### src/common/acr_pkg.sv
// Package for the converter control register block.
// Assumes one 20 MHz clock and a plain register port.
package acr_pkg;

	// ==========================================================
	// Register map
	localparam logic [3:0] OFF_PIN_SEL   = 4'h8;
	localparam logic [3:0] OFF_CONTROL   = 4'h9;
	localparam logic [3:0] OFF_TRIM      = 4'hA;
	localparam logic [3:0] OFF_RES_UPPER = 4'hB;
	localparam logic [3:0] OFF_RES_TOP   = 4'hC;
	localparam logic [3:0] OFF_RES_LOW   = 4'hD;
	localparam logic [3:0] OFF_IRQ_STAT  = 4'hE;
	localparam logic [3:0] OFF_IRQ_MASK  = 4'hF;

	// ==========================================================
	// Field positions
	localparam int POS_REF_SEL  = 7;
	localparam int POS_DIV_HI   = 6;
	localparam int POS_DIV_LO   = 5;
	localparam int POS_GO       = 4;
	localparam int POS_POWER    = 3;
	localparam int POS_CAL_EN   = 7;
	localparam int POS_SIGN     = 6;
	localparam int POS_MAG_HI   = 5;
	localparam int POS_MAG_LO   = 3;
	localparam int POS_DONE     = 5;

	localparam logic [7:0] MASK_PIN_SEL = 8'h0F;
	localparam logic [7:0] MASK_CONTROL = 8'hFB;
	localparam logic [7:0] MASK_TRIM    = 8'hF8;

	// ==========================================================
	// Reset values
	localparam logic [7:0] RST_PIN_SEL = 8'h00;
	localparam logic [7:0] RST_CONTROL = 8'h00;
	localparam logic [7:0] RST_TRIM    = 8'h00;
	localparam logic [7:0] RST_MASK    = 8'h00;

	// ==========================================================
	// Clock divider codes
	localparam logic [1:0] DIV_16   = 2'h0;
	localparam logic [1:0] DIV_4    = 2'h1;
	localparam logic [1:0] DIV_64   = 2'h2;
	localparam logic [1:0] DIV_RING = 2'h3;
	localparam int DIV_16_N = 16;
	localparam int DIV_4_N  = 4;
	localparam int DIV_64_N = 64;

	// ==========================================================
	// Settings that travel together to the converter core
	typedef struct packed {
		logic [1:0] channel;
		logic [1:0] divider;
		logic       cal_en;
		logic       positive;
		logic [2:0] magnitude;
	} acr_conv_cfg_t;

	typedef enum logic {
		ACR_IDLE,
		ACR_BUSY
	} acr_state_t;

endpackage : acr_pkg

### src/rtl/acr_top.sv
// Control and result registers of a four channel analog converter.
// Assumes a converter core that pulses done with a 12-bit raw result,
// a ring oscillator tick input, and a CPU register port.
// Operation
// - Each pin enable bit routes its port pin to converter when set.
// - Reference select 0 uses supply and leaves pin to timer clock or port; 1 uses pin.
// - Shared pin priority: reference, then timer clock, then port.
// - Divider codes: 00 /16, 01 /4, 10 /64, 11 ring oscillator.
// - Writing 1 to go starts; only completion clears it.
// - Power bit 0 switches off resistor reference; 1 operates.
// - Channel select code picks channel 0 to 3 in order.
// - Calibration enable applies offset correction when set.
// - Offset polarity 0 negative, 1 positive.
// - Offset magnitude is twice the field value in LSBs.
// - Low three trim bits read as zero.
// - Completion loads result bits 11..4 into upper result byte.
// - Completion clears go and sets done flag together.
// - Done flag set by hardware, cleared by software, read masked.
// - Completion loads full result into top nibble and low byte.
//
// The register addresses and strobed register access were decided locally.
`timescale 1ns/1ps
module acr_top (
	input  wire logic                  clk_i,
	input  wire logic                  rst_i,
	input  wire logic [3:0]            addr_i,
	input  wire logic [7:0]            wdata_i,
	input  wire logic                  wr_i,
	input  wire logic                  rd_i,
	output logic      [7:0]            rdata_o,
	output logic                       irq_o,
	input  wire logic                  timer_src_i,
	input  wire logic                  ring_tick_i,
	input  wire logic                  conv_done_i,
	input  wire logic [11:0]           conv_result_i,
	output logic                       conv_start_o,
	output logic                       conv_clk_en_o,
	output logic                       ref_from_pin_o,
	output logic                       ref_power_o,
	output logic [3:0]                 analog_pin_o,
	output logic                       pin_timer_o,
	output logic                       pin_port_o,
	output acr_pkg::acr_conv_cfg_t     conv_cfg_o
);

	// ==========================================================
	// State
	logic [7:0]             pin_sel_ff, nxt_pin_sel;
	logic [7:0]             ctrl_ff, nxt_ctrl;
	logic [7:0]             trim_ff, nxt_trim;
	logic [7:0]             mask_ff, nxt_mask;
	logic                   done_ff, nxt_done;
	logic [11:0]            result_ff, nxt_result;
	acr_pkg::acr_state_t    state_ff, nxt_state;
	acr_pkg::acr_conv_cfg_t cfg_ff, nxt_cfg;
	logic                   start_ff, nxt_start;
	logic [5:0]             div_cnt_ff, nxt_div_cnt;
	logic                   clk_en_ff, nxt_clk_en;
	logic [7:0]             rdata_ff, nxt_rdata;
	logic                   irq_ff, nxt_irq;
	logic [3:0]             pins_ff, nxt_pins;
	logic                   ref_pin_ff, nxt_ref_pin;
	logic                   power_ff, nxt_power;
	logic                   timer_ff, nxt_timer;
	logic                   port_ff, nxt_port;

	logic                   go_wr;
	logic                   completion;
	logic [5:0]             div_last;

	assign go_wr = wr_i && addr_i == acr_pkg::OFF_CONTROL
		&& wdata_i[acr_pkg::POS_GO];
	assign completion = (state_ff == acr_pkg::ACR_BUSY) && conv_done_i;

	// ==========================================================
	// Registers and conversion sequence
	always_comb begin
		nxt_pin_sel = pin_sel_ff;
		nxt_ctrl    = ctrl_ff;
		nxt_trim    = trim_ff;
		nxt_mask    = mask_ff;
		nxt_done    = done_ff;
		nxt_result  = result_ff;
		nxt_state   = state_ff;
		nxt_cfg     = cfg_ff;
		nxt_start   = 1'b0;
		if (wr_i) begin
			unique case (addr_i)
				acr_pkg::OFF_PIN_SEL:
					nxt_pin_sel = wdata_i & acr_pkg::MASK_PIN_SEL;
				acr_pkg::OFF_CONTROL: begin
					// Go is sticky: software may set but not clear it
					nxt_ctrl = (wdata_i & acr_pkg::MASK_CONTROL)
						| (ctrl_ff & (8'h01 << acr_pkg::POS_GO));
					// Channel held while busy or done pending
					if (done_ff || ctrl_ff[acr_pkg::POS_GO]) begin
						nxt_ctrl[1:0] = ctrl_ff[1:0];
					end
				end
				acr_pkg::OFF_TRIM:
					nxt_trim = wdata_i & acr_pkg::MASK_TRIM;
				acr_pkg::OFF_IRQ_MASK:
					nxt_mask = wdata_i;
				default: ;
			endcase
		end
		// Status read clears the flag; hardware set below wins
		if (rd_i && addr_i == acr_pkg::OFF_IRQ_STAT) begin
			nxt_done = 1'b0;
		end
		if (wr_i && addr_i == acr_pkg::OFF_IRQ_STAT
			&& !wdata_i[acr_pkg::POS_DONE]) begin
			nxt_done = 1'b0;
		end
		unique case (state_ff)
			acr_pkg::ACR_IDLE: begin
				if (go_wr) begin
					nxt_state         = acr_pkg::ACR_BUSY;
					nxt_start         = 1'b1;
					nxt_cfg.channel   = nxt_ctrl[1:0];
					nxt_cfg.divider   = wdata_i[acr_pkg::POS_DIV_HI:
						acr_pkg::POS_DIV_LO];
					nxt_cfg.cal_en    = trim_ff[acr_pkg::POS_CAL_EN];
					nxt_cfg.positive  = trim_ff[acr_pkg::POS_SIGN];
					nxt_cfg.magnitude = trim_ff[acr_pkg::POS_MAG_HI:
						acr_pkg::POS_MAG_LO];
				end
			end
			acr_pkg::ACR_BUSY: begin
				if (conv_done_i) begin
					nxt_state = acr_pkg::ACR_IDLE;
				end
			end
		endcase
		if (completion) begin
			nxt_result = corrected(conv_result_i, cfg_ff);
			nxt_ctrl[acr_pkg::POS_GO] = 1'b0;
			nxt_done = 1'b1;
		end
	end

	// Offset of twice the field value, saturating at the range ends
	function automatic logic [11:0] corrected(
		input logic [11:0]              raw,
		input acr_pkg::acr_conv_cfg_t   cfg
	);
		logic [12:0] sum;
		logic [12:0] ofs;
		ofs = {9'h000, cfg.magnitude, 1'b0};
		sum = {1'b0, raw};
		if (!cfg.cal_en) begin
			corrected = raw;
		end else if (cfg.positive) begin
			sum = sum + ofs;
			corrected = sum[12] ? 12'hFFF : sum[11:0];
		end else begin
			corrected = (ofs > sum) ? 12'h000 : 12'(sum - ofs);
		end
	endfunction : corrected

	always_ff @(posedge clk_i or posedge rst_i) begin
		if (rst_i) begin
			pin_sel_ff <= acr_pkg::RST_PIN_SEL;
			ctrl_ff    <= acr_pkg::RST_CONTROL;
			trim_ff    <= acr_pkg::RST_TRIM;
			mask_ff    <= acr_pkg::RST_MASK;
			done_ff    <= 1'b0;
			result_ff  <= 12'h000;
			state_ff   <= acr_pkg::ACR_IDLE;
			cfg_ff     <= '0;
			start_ff   <= 1'b0;
		end else begin
			pin_sel_ff <= nxt_pin_sel;
			ctrl_ff    <= nxt_ctrl;
			trim_ff    <= nxt_trim;
			mask_ff    <= nxt_mask;
			done_ff    <= nxt_done;
			result_ff  <= nxt_result;
			state_ff   <= nxt_state;
			cfg_ff     <= nxt_cfg;
			start_ff   <= nxt_start;
		end
	end

	// ==========================================================
	// Conversion clock enable
	always_comb begin
		unique case (cfg_ff.divider)
			acr_pkg::DIV_4:  div_last = 6'(acr_pkg::DIV_4_N - 1);
			acr_pkg::DIV_64: div_last = 6'(acr_pkg::DIV_64_N - 1);
			default:         div_last = 6'(acr_pkg::DIV_16_N - 1);
		endcase
		nxt_div_cnt = 6'h00;
		nxt_clk_en  = 1'b0;
		if (state_ff == acr_pkg::ACR_BUSY) begin
			if (cfg_ff.divider == acr_pkg::DIV_RING) begin
				nxt_clk_en = ring_tick_i;
			end else if (div_cnt_ff >= div_last) begin
				nxt_clk_en = 1'b1;
			end else begin
				nxt_div_cnt = div_cnt_ff + 6'h01;
			end
		end
	end

	always_ff @(posedge clk_i or posedge rst_i) begin
		if (rst_i) begin
			div_cnt_ff <= 6'h00;
			clk_en_ff  <= 1'b0;
		end else begin
			div_cnt_ff <= nxt_div_cnt;
			clk_en_ff  <= nxt_clk_en;
		end
	end

	// ==========================================================
	// Read port, interrupt and pin routing
	always_comb begin
		nxt_rdata = 8'h00;
		if (rd_i) begin
			unique case (addr_i)
				acr_pkg::OFF_PIN_SEL:   nxt_rdata = pin_sel_ff;
				acr_pkg::OFF_CONTROL:   nxt_rdata = ctrl_ff;
				acr_pkg::OFF_TRIM:      nxt_rdata = trim_ff;
				acr_pkg::OFF_RES_UPPER: nxt_rdata = result_ff[11:4];
				acr_pkg::OFF_RES_TOP:
					nxt_rdata = {4'h0, result_ff[11:8]};
				acr_pkg::OFF_RES_LOW:   nxt_rdata = result_ff[7:0];
				acr_pkg::OFF_IRQ_STAT:
					nxt_rdata = {2'h0, done_ff & mask_ff[acr_pkg::POS_DONE],
						5'h00};
				acr_pkg::OFF_IRQ_MASK:  nxt_rdata = mask_ff;
				default:                nxt_rdata = 8'h00;
			endcase
		end
		nxt_irq     = nxt_done && nxt_mask[acr_pkg::POS_DONE];
		nxt_pins    = nxt_pin_sel[3:0];
		nxt_ref_pin = nxt_ctrl[acr_pkg::POS_REF_SEL];
		nxt_power   = nxt_ctrl[acr_pkg::POS_POWER];
		// Reference wins the pin even if software breaks the timer rule
		nxt_timer   = !nxt_ref_pin && timer_src_i;
		nxt_port    = !nxt_ref_pin && !timer_src_i;
	end

	always_ff @(posedge clk_i or posedge rst_i) begin
		if (rst_i) begin
			rdata_ff   <= 8'h00;
			irq_ff     <= 1'b0;
			pins_ff    <= 4'h0;
			ref_pin_ff <= 1'b0;
			power_ff   <= 1'b0;
			timer_ff   <= 1'b0;
			port_ff    <= 1'b1;
		end else begin
			rdata_ff   <= nxt_rdata;
			irq_ff     <= nxt_irq;
			pins_ff    <= nxt_pins;
			ref_pin_ff <= nxt_ref_pin;
			power_ff   <= nxt_power;
			timer_ff   <= nxt_timer;
			port_ff    <= nxt_port;
		end
	end

	assign rdata_o        = rdata_ff;
	assign irq_o          = irq_ff;
	assign conv_start_o   = start_ff;
	assign conv_clk_en_o  = clk_en_ff;
	assign ref_from_pin_o = ref_pin_ff;
	assign ref_power_o    = power_ff;
	assign analog_pin_o   = pins_ff;
	assign pin_timer_o    = timer_ff;
	assign pin_port_o     = port_ff;
	assign conv_cfg_o     = cfg_ff;

endmodule : acr_top

### config.mk
export PLATFORM = sky130hd
export DESIGN_NAME = acr_top
export DESIGN_NICKNAME = d
export VERILOG_FILES = /design/src/common/acr_pkg.sv /design/src/rtl/acr_top.sv
export SDC_FILE = /design/constraint.sdc
export NUM_CORES = 1
export LEC_CHECK = 0
export BUFFER_PORTS_ARGS = -buffer_cell sky130_fd_sc_hd__buf_4
export CORE_MARGIN = 8
export CORE_UTILIZATION = 61
export CTS_CLUSTER_DIAMETER = 150
export DETAILED_ROUTE_END_ITERATION = 10
export PLACE_DENSITY = 0.91
export SLEW_MARGIN = 20
export SYNTH_ARGS = -nofsm -noshare
export SYNTH_HDL_FRONTEND = slang
export SYNTH_SLANG_ARGS = --single-unit
### constraint.sdc
create_clock -name clk_i -period 2.9 [get_ports clk_i]
set_clock_uncertainty 0.05 [all_clocks]
set_input_delay 0.145 -clock clk_i [delete_from_list [all_inputs] [get_ports clk_i]]
set_output_delay 0.145 -clock clk_i [all_outputs]
set_load 0.005 [all_outputs]
==> flow_metrics.tcl <==
set metrics [dict create \
    status "finished with violations" \
    violations "negative hold slack" \
    ys_types 60 \
    grt_start_max_net_pins 67 \
    drt-total-wl_mm 10.2 \
    synthAdderAreaFrac_pct 4.15 \
    cts_root_buf "clkbuf_8" \
    io_buffer_count 58 \
    antenna_cells 0 \
    dp_hpwl_mm 7.51 \
    fp-row-count 28 \
    routabilityCongestion 0.949 \
    ys_seq_area_share_pct 45.0 \
    synth_xor_area_share_pct 1.67 \
    grtUsageTotal_pct 24.2 \
    synth_top_area_share_pct 44.2 \
    period_needed_ps 2240 \
    cp.required_ps 3090 \
    synth_top_family_by_area "compound AO/OA/AOI/OAI gates" \
    vias 3261 \
    layout-drive-gt1-share_pct 26.1 \
    ctsLongestPathBuffers 2 \
    finalSetupViolCount 0 \
    max-cap-violations 0 \
    async_flop_share_pct 100 \
    grt_pass1_wl_mm 16.7 \
    vdd_drop_max_mv 0.411 \
    min_period_over_period_pct 77.1 \
    crit_type "register to register" \
    drtIter0Drc 271 \
    layout_common_cells "dfrtp_1, buf_4, nor2_1, mux2_2, nand2_1" \
    hp-class "primary input to async pin" \
    syn_nets 414 \
    vias_per_cell 6.38 \
    synth-compound-area-share_pct 18.5 \
    startpoint_type "register" \
    clkTransAtPathRegs_ps 80 \
    critPathLaunch "conv_cfg_o[2]" \
    insertion_delay_ps 350 \
    critPathArrivalTime_ps 2420 \
    holdWs_ps -9.51 \
    leakage_nw 1.99 \
    relSlewSlack_pct 29.9 \
    p_per_area_nw_per_um2 612 \
    die_width_um 93.6 \
    final_common_cell "dfrtp_1" \
    antenna_left 0 \
    htreeDepth 3 \
    synth_area_leader_cell "dfrtp_1" \
    ios 59 \
    tightest_slew_ps 1040 \
    path_max_fanout 7 \
    synth.area.mux_share_pct 9.77 \
    cts_inserted_buffers 9 \
    fin_setup_tns_ps 0 \
    gr-total-overflow 0 \
    power_mw 2.67 \
    die_area_sq_um 8770 \
    grt_antenna_before_repair 0 \
    initial_utilization_pct 62.5 \
    setup_slack_ps 664 \
    grt_pass1_vias 3239 \
    syn-cell-area_sq_um 3680 \
    worstReg2RegStart "conv_cfg_o[2]" \
    area_delta_synth_final_pct 18.7 \
    die_h_um 93.6 \
    synth.area.top_cells "dfrtp_1, mux2_2, nor2_1, a21oi_1, ha_1" \
    yosys.area_share.simple_pct 17.0 \
    rsz0062_at_grt "false" \
    synth_ff_type "dfrtp_1" \
    drcViolationCount 0 \
    cts.sinks 66 \
    synth_edf_count 0 \
    core_area_sq_um 5890 \
    postCtsSetupRepairBufs 0 \
    synth.avg_cell_area_sq_um 9.88 \
    worst_setup_path_end_kind "register" \
    post-route-util_pct 74.1 \
    first_pass_iters 6 \
    wl_per_cell_um 20.0 \
    drv_slew 0 \
    final_nets 473 \
    syn_inst 372 \
    place_ws_ps 731 \
    cts_tree "built" \
    yosysWarnings 0 \
    fmax_mhz 447 \
    synth.ff_latch_count 66 \
    hold_violations 5 \
]
==> layout make-up <==
type / count / area, sq um
inverters: 17 / 63.8
clock buffers: 11 / 131
multi-input cells: 271 / 1880
repair buffers: 66 / 510
flip-flops and latches: 66 / 1650
well taps: 75 / 93.8
clock inverters: 5 / 31.3
fillers: 428 / 1520
==> cells by family after synthesis <==
logic type,after synthesis
AND/OR/NAND/NOR,123
AO/OA/AOI/OAI,98
flip-flops,66
buffers and inverters,35
multiplexers,32
adder cells (fa/ha/maj),11
XOR/XNOR,7
==> worst max-delay path: stages, from the launching register on <==
cell,delay [ps]
dfrtp_1,380
inv_1,70
ha_1,400
nor3b_1,90
nor3_1,490
nor3_1,150
o21a_1,210
o31ai_1,280
==> where the power goes <==
| group | total [mW] | switching (mW) | internal (mW) |
|---|---|---|---|
| Sequential | 1.29 | 0.195 | 1.10 |
| Clock | 0.668 | 0.361 | 0.307 |
| Combinational | 0.706 | 0.366 | 0.340 |
==> flip-flops by register name (all words and copies together) (netlist names) <==
| signal | cells |
|---|---|
| div_cnt_ff | 6 |
| done_ff | 1 |
| pin_timer_o | 1 |
| trim_ff | 5 |
| conv_clk_en_o | 1 |
| conv_cfg_o | 9 |
| state_ff | 1 |
| pin_port_o | 1 |
| conv_start_o | 1 |
| result_ff | 12 |
| ctrl_ff | 7 |
| rdata_o | 8 |
| irq_o | 1 |
| pin_sel_ff | 4 |
| mask_ff | 8 |
==> path summary, 6_finish.rpt <==
check | to | slack, ps | cells after the start
max reg2reg | result_ff[8] | 660 | 7
min in group clk_i | trim_ff[7] | 10 | 2
min reg2reg | div_cnt_ff[0] | 420 | 1
max in group asynchronous | mask_ff[3] | 2290 | 3
max | result_ff[8] | 660 | 7
min | div_cnt_ff[4] | -10 | 3
==> synthesized netlist by cell type, types with 3 or more instances <==
cell type and count:
and3_1 7, nand4_1 5, nand3_1 8, clkbuf_1 12
a21oi_1 26, a31oi_1 9, nor3_1 5, a21o_1 4
nand2b_1 10, o21ai_0 10, a22oi_1 10, mux2_2 29
buf_2 5, dfrtp_1 65, nor2_1 40, and2_1 3
nor4_1 3, nand3b_1 3, o31ai_1 4, a222oi_1 4
nand2_1 28, a32oi_1 4, xor2_1 3, xnor2_1 4
inv_1 17, ha_1 9
==> routing by layer <==
metal | vias to the layer above | share of wire (%) | GRT usage, %
li1 | 1485 | - | -
met1 | 1557 | 39 | 29.2
met2 | 193 | 49 | 40.4
met3 | 26 | 8.9 | 6.17
met4 | 0 | 3.0 | 9.91
met5 | - | 0 | 0
==> stage by stage <==
step | instance area (sq um) | cells | hold slack, ps
4_1_cts | 4360 | 511 | 6.74
3_5_place_dp | 4140 | 489 | 225
6_report | 4360 | 511 | -9.51
3_3_place_gp | 4140 | 489 | 223
2_1_floorplan | 3680 | 372 | 128
5_1_grt | 4360 | 511 | 9.11
==> repair_timing <==
action	in CTS	in global routing
hold buffers	6	0
gates resized for setup	0	0
endpoints found under the hold margin	10	0
No activity file was read; power rests on OpenSTA's default activity.
